## src/common/split_pkg.sv

```systemverilog
// Overview of operation
// - Only downstream ports 3 and 4 split
// - Port 3 select 0x42 pin A, 0x05 B
// - Port 4 select 0x06 pin A, 0x04 B
// - Enable bit 5 port 3, bit 6 port 4
// - Port enable and global bit both required
// - Watch link-training state while split enabled
// - Stuck if dwelling in codes 0x4..0x9
// - Stuck link pulses power low, restarts timer
// - Timeout code maps to fixed periods
// - Timeout resets to 0x05, zero disables
// - Low time 350ms plus 10ms per step
// - Toggle time resets giving 400ms pulse
// - Toggle counter cleared after each toggle
// - Legacy power keeps driving USB 2.0 half
// - No overcurrent sensing on split output
`default_nettype none
package split_pkg;
  // Register indices, not byte offsets: each register sits at four times its index
  localparam logic [15:0] ADDR_PORT_EN = 16'h3c48;
  localparam logic [15:0] ADDR_GLOBAL_EN = 16'h4141;
  localparam logic [15:0] ADDR_P3_SEL = 16'h416e;
  localparam logic [15:0] ADDR_P4_SEL = 16'h416f;
  localparam logic [15:0] ADDR_TIMEOUT = 16'h4171;
  localparam logic [15:0] ADDR_TOGGLE = 16'h4176;
  localparam logic [15:0] ADDR_STATUS = 16'h4180;
  localparam logic [7:0] PORT_EN_RST = 8'h00;
  localparam logic [7:0] PORT_EN_MASK = 8'h60;
  localparam int P3_EN_BIT = 5;
  localparam int P4_EN_BIT = 6;
  localparam logic [7:0] GLOBAL_EN_RST = 8'h00;
  localparam logic [7:0] SEL_RST = 8'h00;
  localparam logic [7:0] P3_SEL_A = 8'h42;
  localparam logic [7:0] P3_SEL_B = 8'h05;
  localparam logic [7:0] P4_SEL_A = 8'h06;
  localparam logic [7:0] P4_SEL_B = 8'h04;
  localparam logic [7:0] TIMEOUT_RST = 8'h05;
  localparam logic [7:0] TOGGLE_RST = 8'h05;
  localparam logic [3:0] LINK_STUCK_LO = 4'h4;
  localparam logic [3:0] LINK_STUCK_HI = 4'h9;
  localparam int CLK_HZ = 10_000_000;
  localparam int TICK_MS = 1;
  localparam int TICK_CYCLES = CLK_HZ / 1000 * TICK_MS;
  localparam int TOGGLE_BASE_MS = 350;
  localparam int TOGGLE_STEP_MS = 10;
  localparam logic [15:0] TO_MS_1 = 16'd100;
  localparam logic [15:0] TO_MS_2 = 16'd250;
  localparam logic [15:0] TO_MS_3 = 16'd500;
  localparam logic [15:0] TO_MS_4 = 16'd750;
  localparam logic [15:0] TO_MS_5 = 16'd1000;
  localparam logic [15:0] TO_MS_6 = 16'd2000;
  typedef enum logic [1:0] {
    WD_IDLE = 2'b00,
    WD_WATCH = 2'b01,
    WD_TOGGLE = 2'b10
  } wd_state_t;
endpackage
`default_nettype wire

```

## src/hdl/ms_tick.sv

```systemverilog
`timescale 1ns/100ps
`default_nettype none
module ms_tick #(
  parameter int CYCLES = 10000
) (
  input wire logic clk_in,
  input wire logic rst_n_in,
  output logic tick_out
);
  typedef struct packed {
    logic [15:0] cnt;
    logic tick;
  } tick_st_t;
  tick_st_t q;
  tick_st_t next_q;
  localparam logic [15:0] LAST = 16'(CYCLES - 1);
  // Divider wraps once per millisecond
  always_comb begin
    next_q = q;
    next_q.tick = (q.cnt == LAST);
    next_q.cnt = (q.cnt == LAST) ? 16'h0000 : q.cnt + 16'h0001;
  end
  always_ff @(posedge clk_in) begin
    if (!rst_n_in) begin
      q <= '0;
    end else begin
      q <= next_q;
    end
  end
  assign tick_out = q.tick;
endmodule // ms_tick
`default_nettype wire

```

## src/hdl/link_watchdog.sv

```systemverilog
`timescale 1ns/100ps
`default_nettype none
module link_watchdog
  import split_pkg::*;
(
  input wire logic clk_in,
  input wire logic rst_n_in,
  input wire logic tick_in,
  input wire logic enable_in,
  input wire logic [3:0] link_state_in,
  input wire logic [15:0] timeout_ms_in,
  input wire logic [15:0] toggle_ms_in,
  output logic power_on_out,
  output logic toggling_out
);
  typedef struct packed {
    wd_state_t st;
    logic [15:0] cnt;
    logic [3:0] last;
    logic pwr;
  } wd_st_t;
  wd_st_t q;
  wd_st_t next_q;
  logic stuck;
  assign stuck = (link_state_in >= LINK_STUCK_LO) && (link_state_in <= LINK_STUCK_HI);
  // Dwell timer, then low pulse; zero timeout never fires
  always_comb begin
    next_q = q;
    next_q.last = link_state_in;
    unique case (q.st)
      WD_IDLE: begin
        next_q.pwr = 1'b1;
        next_q.cnt = 16'h0000;
        if (enable_in && timeout_ms_in != 16'h0000) begin
          next_q.st = WD_WATCH;
        end
      end
      WD_WATCH: begin
        if (!enable_in || timeout_ms_in == 16'h0000) begin
          next_q.st = WD_IDLE;
        end else if (!stuck || link_state_in != q.last) begin
          next_q.cnt = 16'h0000;
        end else if (tick_in) begin
          if (q.cnt + 16'h0001 >= timeout_ms_in) begin
            next_q.st = WD_TOGGLE;
            next_q.pwr = 1'b0;
            next_q.cnt = 16'h0000;
          end else begin
            next_q.cnt = q.cnt + 16'h0001;
          end
        end
      end
      WD_TOGGLE: begin
        // Pulse runs to completion even if split is switched off
        if (tick_in) begin
          if (q.cnt + 16'h0001 >= toggle_ms_in) begin
            next_q.st = WD_WATCH;
            next_q.pwr = 1'b1;
            next_q.cnt = 16'h0000;
          end else begin
            next_q.cnt = q.cnt + 16'h0001;
          end
        end
      end
      default: begin
        next_q.st = WD_IDLE;
      end
    endcase
  end
  always_ff @(posedge clk_in) begin
    if (!rst_n_in) begin
      q <= '{st: WD_IDLE, cnt: 16'h0000, last: 4'h0, pwr: 1'b1};
    end else begin
      q <= next_q;
    end
  end
  assign power_on_out = q.pwr;
  assign toggling_out = (q.st == WD_TOGGLE);
  a_low_only_toggle: assert property (@(posedge clk_in) disable iff (!rst_n_in)
    !q.pwr |-> q.st == WD_TOGGLE)
    else $error("split power low outside a toggle");
  a_nonstuck_clears: assert property (@(posedge clk_in) disable iff (!rst_n_in)
    (q.st == WD_WATCH && enable_in && timeout_ms_in != 16'h0000 && !stuck) |=> q.cnt == 16'h0000)
    else $error("timer not restarted on healthy state");
  a_toggle_ends_clear: assert property (@(posedge clk_in) disable iff (!rst_n_in)
    (q.st == WD_TOGGLE && $past(q.st) == WD_TOGGLE) ##1 (q.st == WD_WATCH) |-> q.cnt == 16'h0000)
    else $error("toggle counter not cleared");
  a_zero_disable: assert property (@(posedge clk_in) disable iff (!rst_n_in)
    (q.st != WD_TOGGLE && timeout_ms_in == 16'h0000) |=> q.pwr)
    else $error("toggle with timeout disabled");
endmodule // link_watchdog
`default_nettype wire

```

## src/hdl/port_split_link_recovery.sv

```systemverilog
`timescale 1ns/100ps
`default_nettype none
module port_split_link_recovery
  import split_pkg::*;
#(
  parameter int TICK_CYC = TICK_CYCLES
) (
  input wire logic SYS_CLK_IN,
  input wire logic RST_N_IN,
  input wire logic HSEL_IN,
  input wire logic [31:0] HADDR_IN,
  input wire logic [1:0] HTRANS_IN,
  input wire logic HWRITE_IN,
  input wire logic [2:0] HSIZE_IN,
  input wire logic [31:0] HWDATA_IN,
  input wire logic HREADY_IN,
  output logic [31:0] HRDATA_OUT,
  output logic HREADYOUT_OUT,
  output logic HRESP_OUT,
  input wire logic [3:0] P3_LINK_STATE_IN,
  input wire logic [3:0] P4_LINK_STATE_IN,
  input wire logic P3_LEGACY_POWER_IN,
  input wire logic P4_LEGACY_POWER_IN,
  output logic P3_LEGACY_POWER_CTL_OUT,
  output logic P4_LEGACY_POWER_CTL_OUT,
  output logic P3_ALT_PIN_A_OUT,
  output logic P3_ALT_PIN_B_OUT,
  output logic P4_ALT_PIN_A_OUT,
  output logic P4_ALT_PIN_B_OUT,
  output logic P3_ALT_PIN_A_OE_OUT,
  output logic P3_ALT_PIN_B_OE_OUT,
  output logic P4_ALT_PIN_A_OE_OUT,
  output logic P4_ALT_PIN_B_OE_OUT
);
  typedef struct packed {
    logic wr_pend;
    logic [15:0] wr_addr;
    logic [31:0] rdata;
    logic [7:0] port_en;
    logic [7:0] global_en;
    logic [7:0] p3_sel;
    logic [7:0] p4_sel;
    logic [7:0] timeout;
    logic [7:0] toggle;
    logic [3:0] p3_ls1;
    logic [3:0] p3_ls2;
    logic [3:0] p4_ls1;
    logic [3:0] p4_ls2;
    logic [3:0] pins;
    logic [3:0] oes;
    logic [1:0] leg;
  } top_st_t;
  top_st_t q;
  top_st_t next_q;
  logic tick;
  logic [1:0] split_on;
  logic [1:0] pwr_on;
  logic [1:0] toggling;
  logic [15:0] timeout_ms;
  logic [15:0] toggle_ms;
  logic addr_ok;
  logic [15:0] rd_addr;

  // Timeout code to milliseconds; reserved code reads as disabled
  function automatic logic [15:0] timeout_to_ms(input logic [2:0] code);
    unique case (code)
      3'h1: timeout_to_ms = TO_MS_1;
      3'h2: timeout_to_ms = TO_MS_2;
      3'h3: timeout_to_ms = TO_MS_3;
      3'h4: timeout_to_ms = TO_MS_4;
      3'h5: timeout_to_ms = TO_MS_5;
      3'h6: timeout_to_ms = TO_MS_6;
      default: timeout_to_ms = 16'h0000;
    endcase
  endfunction

  // Register read mux, used only by the bus read path
  function automatic logic [7:0] reg_read(input logic [15:0] a, input top_st_t s,
                                          input logic [1:0] tg);
    unique case (a)
      ADDR_PORT_EN: reg_read = s.port_en;
      ADDR_GLOBAL_EN: reg_read = s.global_en;
      ADDR_P3_SEL: reg_read = s.p3_sel;
      ADDR_P4_SEL: reg_read = s.p4_sel;
      ADDR_TIMEOUT: reg_read = s.timeout;
      ADDR_TOGGLE: reg_read = s.toggle;
      ADDR_STATUS: reg_read = {6'h00, tg};
      default: reg_read = 8'h00;
    endcase
  endfunction

  assign timeout_ms = timeout_to_ms(q.timeout[2:0]);
  assign toggle_ms = 16'(TOGGLE_BASE_MS) + 16'(TOGGLE_STEP_MS) * {8'h00, q.toggle};
  assign split_on[0] = q.port_en[P3_EN_BIT] & q.global_en[0];
  assign split_on[1] = q.port_en[P4_EN_BIT] & q.global_en[0];
  assign rd_addr = HADDR_IN[17:2]; // One aligned word per register index
  assign addr_ok = HSEL_IN && HREADY_IN && HTRANS_IN[1];

  ms_tick #(
    .CYCLES(TICK_CYC)
  ) u_tick (
    .clk_in(SYS_CLK_IN),
    .rst_n_in(RST_N_IN),
    .tick_out(tick)
  );

  // One watchdog each for the only two splittable ports
  genvar gi;
  generate
    for (gi = 0; gi < 2; gi++) begin : g_port
      link_watchdog u_wd (
        .clk_in(SYS_CLK_IN),
        .rst_n_in(RST_N_IN),
        .tick_in(tick),
        .enable_in(split_on[gi]),
        .link_state_in(gi == 0 ? q.p3_ls2 : q.p4_ls2),
        .timeout_ms_in(timeout_ms),
        .toggle_ms_in(toggle_ms),
        .power_on_out(pwr_on[gi]),
        .toggling_out(toggling[gi])
      );
    end
  endgenerate

  // Bus slave, pin routing and input synchronisers
  always_comb begin
    next_q = q;
    next_q.p3_ls1 = P3_LINK_STATE_IN;
    next_q.p3_ls2 = q.p3_ls1;
    next_q.p4_ls1 = P4_LINK_STATE_IN;
    next_q.p4_ls2 = q.p4_ls1;
    // Legacy control passes through one register stage unchanged; no overcurrent logic here
    next_q.leg = {P4_LEGACY_POWER_IN, P3_LEGACY_POWER_IN};
    // Data phase write
    if (q.wr_pend) begin
      unique case (q.wr_addr)
        ADDR_PORT_EN: next_q.port_en = HWDATA_IN[7:0] & PORT_EN_MASK;
        ADDR_GLOBAL_EN: next_q.global_en = {7'h00, HWDATA_IN[0]};
        ADDR_P3_SEL: next_q.p3_sel = HWDATA_IN[7:0];
        ADDR_P4_SEL: next_q.p4_sel = HWDATA_IN[7:0];
        ADDR_TIMEOUT: next_q.timeout = {5'h00, HWDATA_IN[2:0]};
        ADDR_TOGGLE: next_q.toggle = HWDATA_IN[7:0];
        default: next_q.wr_pend = 1'b0;
      endcase
    end
    next_q.wr_pend = 1'b0;
    // Address phase; read data is latched now so it stands in data phase
    if (addr_ok) begin
      next_q.wr_pend = HWRITE_IN;
      next_q.wr_addr = rd_addr;
      next_q.rdata = HWRITE_IN ? 32'h0000_0000 : {24'h000000, reg_read(rd_addr, q, toggling)};
    end
    // Split output steers to the selected alternate pin only
    next_q.pins = 4'hf;
    next_q.oes = 4'h0;
    if (split_on[0]) begin
      next_q.oes[0] = (q.p3_sel == P3_SEL_A);
      next_q.oes[1] = (q.p3_sel == P3_SEL_B);
      next_q.pins[1:0] = {2{pwr_on[0]}};
    end
    if (split_on[1]) begin
      next_q.oes[2] = (q.p4_sel == P4_SEL_A);
      next_q.oes[3] = (q.p4_sel == P4_SEL_B);
      next_q.pins[3:2] = {2{pwr_on[1]}};
    end
  end

  always_ff @(posedge SYS_CLK_IN) begin
    if (!RST_N_IN) begin
      q <= '0;
      q.port_en <= PORT_EN_RST;
      q.global_en <= GLOBAL_EN_RST;
      q.p3_sel <= SEL_RST;
      q.p4_sel <= SEL_RST;
      q.timeout <= TIMEOUT_RST;
      q.toggle <= TOGGLE_RST;
      q.pins <= 4'hf;
    end else begin
      q <= next_q;
    end
  end

  assign HRDATA_OUT = q.rdata;
  assign HREADYOUT_OUT = 1'b1;
  assign HRESP_OUT = 1'b0;
  assign P3_LEGACY_POWER_CTL_OUT = q.leg[0];
  assign P4_LEGACY_POWER_CTL_OUT = q.leg[1];
  assign P3_ALT_PIN_A_OUT = q.pins[0];
  assign P3_ALT_PIN_B_OUT = q.pins[1];
  assign P4_ALT_PIN_A_OUT = q.pins[2];
  assign P4_ALT_PIN_B_OUT = q.pins[3];
  assign P3_ALT_PIN_A_OE_OUT = q.oes[0];
  assign P3_ALT_PIN_B_OE_OUT = q.oes[1];
  assign P4_ALT_PIN_A_OE_OUT = q.oes[2];
  assign P4_ALT_PIN_B_OE_OUT = q.oes[3];

  a_pin_a_select: assert property (@(posedge SYS_CLK_IN) disable iff (!RST_N_IN)
    (split_on[0] && q.p3_sel == P3_SEL_A) |=> P3_ALT_PIN_A_OE_OUT && !P3_ALT_PIN_B_OE_OUT)
    else $error("port 3 option A not routed");
  a_p4_select: assert property (@(posedge SYS_CLK_IN) disable iff (!RST_N_IN)
    (split_on[1] && q.p4_sel == P4_SEL_B) |=> P4_ALT_PIN_B_OE_OUT && !P4_ALT_PIN_A_OE_OUT)
    else $error("port 4 option B not routed");
  a_global_gate: assert property (@(posedge SYS_CLK_IN) disable iff (!RST_N_IN)
    !q.global_en[0] |=> q.oes == 4'h0)
    else $error("split pin driven with global disable");
  a_enable_bits: assert property (@(posedge SYS_CLK_IN) disable iff (!RST_N_IN)
    (q.port_en & ~PORT_EN_MASK) == 8'h00)
    else $error("reserved enable bit set");
  // Skip the first edge after reset, where the copy still holds its reset value
  a_legacy_pass: assert property (@(posedge SYS_CLK_IN) disable iff (!RST_N_IN)
    $past(RST_N_IN) |-> P3_LEGACY_POWER_CTL_OUT == $past(P3_LEGACY_POWER_IN))
    else $error("legacy power not passed");
  a_legacy_p4: assert property (@(posedge SYS_CLK_IN) disable iff (!RST_N_IN)
    $past(RST_N_IN) |-> P4_LEGACY_POWER_CTL_OUT == $past(P4_LEGACY_POWER_IN))
    else $error("port 4 legacy power not passed");
  a_p3_b_select: assert property (@(posedge SYS_CLK_IN) disable iff (!RST_N_IN)
    (split_on[0] && q.p3_sel == P3_SEL_B) |=> P3_ALT_PIN_B_OE_OUT && !P3_ALT_PIN_A_OE_OUT)
    else $error("port 3 option B not routed");
  a_p4_a_select: assert property (@(posedge SYS_CLK_IN) disable iff (!RST_N_IN)
    (split_on[1] && q.p4_sel == P4_SEL_A) |=> P4_ALT_PIN_A_OE_OUT && !P4_ALT_PIN_B_OE_OUT)
    else $error("port 4 option A not routed");
  a_p3_pulse_low: assert property (@(posedge SYS_CLK_IN) disable iff (!RST_N_IN)
    (split_on[0] && !pwr_on[0]) |=> !P3_ALT_PIN_A_OUT && !P3_ALT_PIN_B_OUT)
    else $error("port 3 split pin not pulled low");
  a_p4_pulse_low: assert property (@(posedge SYS_CLK_IN) disable iff (!RST_N_IN)
    (split_on[1] && !pwr_on[1]) |=> !P4_ALT_PIN_A_OUT && !P4_ALT_PIN_B_OUT)
    else $error("port 4 split pin not pulled low");
  a_timeout_short: assert property (@(posedge SYS_CLK_IN) disable iff (!RST_N_IN)
    (q.timeout[2:0] == 3'h1) |-> timeout_ms == 16'd100)
    else $error("timeout code 1 not 100 ms");
  a_timeout_long: assert property (@(posedge SYS_CLK_IN) disable iff (!RST_N_IN)
    (q.timeout[2:0] == 3'h6) |-> timeout_ms == 16'd2000)
    else $error("timeout code 6 not two seconds");
  a_timeout_off: assert property (@(posedge SYS_CLK_IN) disable iff (!RST_N_IN)
    (q.timeout[2:0] == 3'h0) |-> timeout_ms == 16'd0)
    else $error("zero timeout code not disabled");
  a_toggle_len: assert property (@(posedge SYS_CLK_IN) disable iff (!RST_N_IN)
    toggle_ms == 16'd350 + 16'd10 * {8'h00, q.toggle})
    else $error("toggle length wrong");
  a_timeout_map: assert property (@(posedge SYS_CLK_IN) disable iff (!RST_N_IN)
    (q.timeout[2:0] == 3'h5) |-> timeout_ms == 16'd1000)
    else $error("timeout code 5 not one second");
  a_read_back: assert property (@(posedge SYS_CLK_IN) disable iff (!RST_N_IN)
    (addr_ok && !HWRITE_IN && rd_addr == ADDR_TIMEOUT && !q.wr_pend) |=>
    HRDATA_OUT == {24'h000000, $past(q.timeout)})
    else $error("timeout readback wrong");
endmodule // port_split_link_recovery
`default_nettype wire

```

## config.mk

```make
export PLATFORM = sky130hd
export DESIGN_NAME = port_split_link_recovery
export DESIGN_NICKNAME = d
export VERILOG_FILES = /design/src/common/split_pkg.sv /design/src/hdl/ms_tick.sv /design/src/hdl/link_watchdog.sv /design/src/hdl/port_split_link_recovery.sv
export SDC_FILE = /design/constraint.sdc
export NUM_CORES = 1
export LEC_CHECK = 0
export ABC_AREA = 1
export ABC_CLOCK_PERIOD_IN_PS = 3000
export BUFFER_PORTS_ARGS = -buffer_cell sky130_fd_sc_hd__buf_4
export CORE_AREA = 2 2 132 134
export DETAILED_ROUTE_END_ITERATION = 8
export DIE_AREA = 0 0 134 136
export GPL_TIMING_DRIVEN = 0
export MAX_ROUTING_LAYER = met4
export PLACE_DENSITY = 0.76
export SYNTH_ARGS = -nofsm -noshare
export SYNTH_HDL_FRONTEND = slang
export SYNTH_SLANG_ARGS = --single-unit
export TNS_END_PERCENT = 20
```

## constraint.sdc

```tcl
create_clock -name SYS_CLK_IN -period 3 [get_ports SYS_CLK_IN]
set_input_delay 0.15 -clock SYS_CLK_IN [delete_from_list [all_inputs] [get_ports SYS_CLK_IN]]
set_output_delay 0.15 -clock SYS_CLK_IN [all_outputs]
set_load 0.01 [all_outputs]
```

==> reports/metrics.yaml, run 1 <==
cp-end-kind: "flop"
vias: 8169
yosysTopAreaCellShare: 0.331
placed_area_mm2: 0.00941
dp_hpwl_um: 16100
numPortBuffers: 56
first_global_vias: 7583
cts_tree: "done"
arrival_ns: 3.52
core-area_mm2: 0.0169
worst_pin_slew_ns: 1.16
worstRegToRegCells: 20
synth_area_mm2: 0.00859
crit_path_max_fanout: 5
netlist_instances: 1236
syn_avg_cell_area_um2: 6.95
avgViaCountPerCell: 5.12
avgRoutedWirePerCell_um: 13.5
setup_viol_count_final: 32
reg2reg_from: "q[27]"
grt_pass1_wl_um: 35100
startpoint_type: "flop"
firstDrtPassIters: 5
crit_start: "q[27]"
layout_setup_ws_ns: -0.167
first_iter_violations: 590
p_leak_uw: 0.00488
slew_headroom: 0.217
hold_class: "in2reg"
worstSkewPairLatency_ns: 0.43
grt_start_max_net_pins: 17
hold_ws_ns: 0.00700
r2r_end: "g_port[1].u_wd.q[15]"
ys_top_cells_by_area: "dfxtp_1, nand2_1, ha_1"
worstSetupPathType: "reg2reg"
die_h_um: 136
hp-start: "HADDR_IN[16]"
syn_to_final_growth_pct: 21.9
dp.cells: 1543
min_period_ns: 3.17
clockBufferDepth: 2
failed_checks: "setup timing"
cts_sinks: 142
hold_viol: 0
synth_cell_types: 49
cap_viol_max_count: 0
final_cell_mix: "nand2_1, inv_1, dfxtp_1, nor2_1, buf_4"
ys_ff_latch: 142
cts_buffers: 17
io_pins: 128
antenna_found_initial: 0
fmax_ghz: 0.316
drive_gt1_frac: 0.174
grt_usage: 0.247
min_to: "q[120]"
drc: 0
nets: 1510
root_buffer: "clkbuf_16"
place.gp.congestion: 0.919
required_ns: 3.35
status: "finished with violations"
path_clk_slew_ns: 0.07
total_power_uw: 5400
synth_area_leader_cell: "dfxtp_1"
wl_um: 21500
drv_slew: 0
fin_area_mm2: 0.0105
htreeDepth: 4
antenna_left: 0
stdcell_count: 1596
diodes: 0
fin_crit_sh: 1.06
layout_commonest_cell: "nand2_1"
die_x_um: 134
ir_drop_v: 0.000527
die-area_mm2: 0.0182
finClkSkew_ns: 0.0147
yosysWarnings: 0
grt_overflow: 0
num_rows: 48
powerDensity_mw_per_mm2: 516
rsz0062_at_grt: "yes"
start_util: 0.509
min_path_cells: 3
r2r_setup_slack_ns: -0.17
ys_seq_area_frac: 0.331
worst max-delay path by stage:
stage	slack [ns]	endpoint	depth (start not counted)
CTS	-0.15	g_port[1].u_wd.q[15]	21
floorplan	0.001	g_port[1].u_wd.q[8]	21
global route	-0.35	g_port[1].u_wd.q[17]	23
global placement	-0.39	g_port[0].u_wd.q[17]	19
finish	-0.17	g_port[1].u_wd.q[15]	20
detailed placement	-0.48	g_port[0].u_wd.q[9]	19
what timing repair did:
item	CTS	global route
hold buffers	10	0
pin swaps	19	20
endpoints found under the hold margin	10	0
gates cloned	1	0
buffers inserted	8	2
endpoints found under the setup margin	32	32
gates resized for setup	28	39
routing by layer:
layer  part of all wire  GRT usage
met1               0.44      0.300
met2               0.48      0.411
met3              0.059     0.0421
met4              0.023     0.0946
met5                  0          -
flip-flops by register name, summed over array words and instances (netlist names), 2 cells and up:
| register | flops |
|---|---|
| q | 55 |
| g_port.u_wd.q | 44 |
| u_tick.q | 16 |
| HRDATA_OUT | 8 |
| next_q | 8 |
| g_port.u_wd.power_on_out | 2 |
logic make-up (layout without fill, tap and decap cells):
logic type                 Yosys count  in the layout  synth area share
AOI/OAI and AO/OA                  181            181             0.122
xor gates and xnor gates            35             35            0.0357
DFF                                142            142             0.331
other                                2             28          0.000874
and+or+nand+nor                    543            543             0.276
buffers and inverters              265            374             0.135
adders and majority gates           68             68            0.0999
cell usage after synthesis, drive strengths merged:
| cell type | n |
|---|---|
| nand2 | 273 |
| inv | 199 |
| dfxtp | 142 |
| nor2 | 120 |
| a21oi | 94 |
| nand3 | 71 |
| ha | 67 |
| buf | 43 |
| o21ai | 43 |
| nor3 | 30 |
| xor2 | 30 |
| nand4 | 23 |
| clkbuf | 21 |
| a211oi | 17 |
| nor4 | 11 |
| or2 | 8 |
| o211ai | 7 |
| o22ai | 6 |
| xnor2 | 5 |
| and3 | 3 |
| nand3b | 3 |
| o221ai | 3 |
| a22o | 2 |
| clkinv | 2 |
| conb | 2 |
| a211o | 1 |
| a21boi | 1 |
| a31oi | 1 |
| fa | 1 |
| nor3b | 1 |
| o2111ai | 1 |
| o21a | 1 |
| o21bai | 1 |
| o311ai | 1 |
| o31ai | 1 |
| o41ai | 1 |
cell type report:
class	instances	area [um^2]
Timing Repair Buffer	77	623
Sequential cell	142	2860
Clock buffer	19	453
Buffer	64	412
Inverter	201	754
Fill cell	1506	6410
Tap cell	225	282
Clock inverter	13	146
Multi-Input combinational cell	855	4940
worst max-delay path, stage by stage (launching register included):
cell	delay, ns
dfxtp_2	0.34
ha_4	0.25
ha_4	0.16
fa_2	0.43
xnor2_2	0.18
nand2_2	0.08
buf_4	0.14
xnor2_1	0.29
ha_1	0.29
nand2_1	0.07
nand2_1	0.05
nand2_1	0.06
nand2_1	0.05
nand2_1	0.07
nand2_2	0.07
nand2_2	0.08
nand2_4	0.07
nand2_4	0.11
buf_6	0.13
nand2_2	0.05
a21oi_2	0.12
report_power, final:
| group | internal, uW | total [uW] | switching (uW) | leakage (uW) |
|---|---|---|---|---|
| combinational | 476 | 1250 | 777 | 0.00343 |
| sequential | 1950 | 2000 | 52.4 | 0.00116 |
| clock | 1220 | 2150 | 930 | 0.000286 |
through the flow:
step / setup WS [ns] / util / setup TNS [ns]
finish: -0.167 / 0.620 / -4.29
CTS: -0.153 / 0.611 / -3.62
floorplan: 0.00129 / - / 0
global placement: -0.393 / 0.557 / -9.39
global route: -0.349 / 0.620 / -9.82
detailed placement: -0.483 / 0.557 / -11.84
(Power assumes the default switching activity.)
==> inputs of run 2 (changes only) <==
--- a/config.mk
+++ b/config.mk
@@ -8,13 +8,11 @@
 export ABC_AREA = 1
 export ABC_CLOCK_PERIOD_IN_PS = 3000
 export BUFFER_PORTS_ARGS = -buffer_cell sky130_fd_sc_hd__buf_4
-export CORE_AREA = 2 2 132 134
+export CORE_AREA = 2 2 160 162
 export DETAILED_ROUTE_END_ITERATION = 8
-export DIE_AREA = 0 0 134 136
+export DIE_AREA = 0 0 162 164
 export GPL_TIMING_DRIVEN = 0
 export MAX_ROUTING_LAYER = met4
-export PLACE_DENSITY = 0.76
 export SYNTH_ARGS = -nofsm -noshare
 export SYNTH_HDL_FRONTEND = slang
 export SYNTH_SLANG_ARGS = --single-unit
-export TNS_END_PERCENT = 20
==> run 2 against run 1 <==
Combinational power increased by 15%. Critical endpoint is now g_port[1].u_wd.q[7]. Largest power group unchanged. Die area increased by 46%. Critical path depth increased by 1. Critical path type unchanged. Largest cell class unchanged. Sequential cell count unchanged. The run still ends with setup timing left. Highest routed layer unchanged.
==> reports/metrics.yaml, run 2 (synthesis results as in run 1) <==
cp-end-kind: "flop"
reg_top3: "q: 55 flops, g_port.u_wd.q: 44 flops, u_tick.q: 16 flops"
status: "finished with violations"
worstRegToRegCells: 21  # +5.0%
final_cell_mix: "nand2_1, inv_1, dfxtp_1, buf_4, nor2_1"
min_period_ns: 3.10  # -0.0684 ns
cp.depth: 21  # +5.0%
largest_register_ffs: 55  # unchanged
dp.cells: 1648  # +6.8%
path_clk_slew_ns: 0.07  # about the same
antenna_left: 0  # unchanged
cts_buffers: 17  # unchanged
drc: 0  # unchanged
top_usage_layer: "met2"
drv_slew: 0  # unchanged
setup_viol_count_final: 32  # unchanged
layout_setup_ws_ns: -0.0982  # +0.0684 ns
grt_pass1_wl_um: 36000  # +2.6%
drive_gt1_frac: 0.218  # +0.0440
clockBufferDepth: 2  # unchanged
worstSetupPathType: "reg2reg"
first_iter_violations: 584  # -1.0%
antenna_found_initial: 0  # unchanged
avgViaCountPerCell: 4.71  # -7.9%
grt_overflow: 0  # unchanged
final_util: 0.444  # -0.177
stdcell_count: 1713  # +7.3%
cp_slowest_cell: "fa_2"
numPortBuffers: 56  # unchanged
root_buffer: "clkbuf_16"
ir_drop_v: 0.000382  # -27%
arrival_ns: 3.45  # -0.07 ns
worstSkewPairLatency_ns: 0.43  # about the same
met2_usage: 0.280  # -0.132
powerDensity_mw_per_mm2: 518  # +0.42%
layout_commonest_cell: "nand2_1"
rsz0062_at_grt: "yes"
start_util: 0.346  # -0.163
worst_pin_slew_ns: 0.771  # -0.393 ns
critical-path-top-delay-family: "adder cells"
nets: 1522  # +0.79%
wl_um: 22500  # +4.4%
syn_to_final_growth_pct: 28.1
finClkSkew_ns: 0.0118  # -0.00287 ns
hold_class: "in2reg"
regMostFlops: "q"
dp_hpwl_um: 17000  # +5.3%
crit_path_max_fanout: 3  # -2
slew_headroom: 0.486  # +0.269
vias: 8073  # -1.2%
avgRoutedWirePerCell_um: 13.1  # -2.7%
htreeDepth: 4  # unchanged
grt.met3_usage: 0.0245  # -0.0176
hold_viol: 0  # unchanged
first_global_vias: 7364  # -2.9%
num_rows: 58  # +21%
fmax_ghz: 0.323  # +2.2%
core-area_mm2: 0.0248  # +47%
fill_cells: 2504  # +66%
cts_sinks: 142  # unchanged
cp_cell_sequence: "ha_4 > ha_4 > fa_2 > xnor2_2 > buf_4 > nand2_1 > nand2_1 > xor2_2 > ha_1 > nand2_1 > inv_1 > nand2_1 > nand2_1 > nand2_1 > nand2_2 > nand2_2 > nand2_4 > nand2_4 > buf_4 > nand2_1 > a21oi_1"
fin_crit_sh: 1.03  # -0.0228
cts_tree: "done"
diodes: 0  # unchanged
min_path_cells: 3  # unchanged
slowest_delay_ns: 0.39  # -0.04 ns
cp.buffers_inverters: 3  # +1
die-area_mm2: 0.0266  # +46%
failed_checks: "setup timing"
io_pins: 128  # unchanged
p_leak_uw: 0.00503  # +3.1%
cap_viol_max_count: 0  # unchanged
firstDrtPassIters: 5  # unchanged
startpoint_type: "flop"
crit_top_cell: "nand2_1"
die_x_um: 162  # +21%
grt_usage: 0.175  # -0.0725
use_met1: 0.227  # -0.0732
die_h_um: 164  # +21%
grt_start_max_net_pins: 17  # unchanged
place.gp.congestion: 0.960  # +4.5%
required_ns: 3.35  # about the same
==> run 2: changes by cell type in the layout (fill, tap and decap cells not counted), moves of 5 or more <==
cell / delta
nand2_1: -14
nand2_2: +12
ha_1: -11
buf_4: +8
ha_4: +7
nand3_1: -6
nand3_2: +6
a21oi_1: -5
==> run 2: routing by layer <==
metal,share of wire,routed length (um)
met4,0.025,563
met3,0.044,994
met5,0,0
met2,0.47,10500
met1,0.47,10500
==> run 2: final cells by class <==
cell class                      count  area [um^2]  share of cell area
Clock inverter                     14          189              0.0172
Clock buffer                       18          439              0.0399
Inverter                          201          754              0.0685
Multi-Input combinational cell    855         5190               0.472
Sequential cell                   142         2880               0.261
Tap cell                          330          413              0.0375
Buffer                             64          408              0.0371
Timing Repair Buffer               89          736              0.0668
==> run 2: repair_timing <==
action,4_1_cts,5_1_grt
buffers inserted,10,10
pin swaps,17,28
hold buffers,11,0
endpoints found under the setup margin,32,32
gates cloned,2,0
resized for setup,50,78
endpoints found under the hold margin,11,0
==> run 2: final timing paths <==
check	slack (ns)	endpoint	start
worst max-delay path	-0.1	g_port[1].u_wd.q[7]	q[27]
worst min-delay path	0.02	q[118]	HADDR_IN[14]
worst max register to register	-0.1	g_port[1].u_wd.q[7]	q[27]
worst min register to register	0.41	q[21]	next_q[21]
==> run 2: where the power goes <==
group | leakage [uW] | internal, uW | switching (uW) | total (uW)
clock | 0.000308 | 1300 | 966 | 2270
sequential | 0.00116 | 1950 | 56.6 | 2000
combinational | 0.00356 | 574 | 863 | 1440
total | 0.00503 | 3820 | 1890 | 5710
==> run 2: per-stage QoR <==
step	setup TNS, ns	power, uW	worst slack, ns	hold WS (ns)	instance area (um^2)
after floorplan	0	2850	0.00129	0.248	8710
after global placement	-11.01	3140	-0.461	0.331	9540
after detailed placement	-11.80	3150	-0.487	0.335	9540
after CTS	-1.97	5610	-0.119	0.00485	10600
after global routing	-8.24	5980	-0.313	0.0232	11000
final	-2.36	5710	-0.0982	0.0185	11000
==> run 2: worst min-delay path, stage by stage <==
cell     delay, ns
buf_4         0.09
o21ai_0       0.07
a21oi_1       0.10
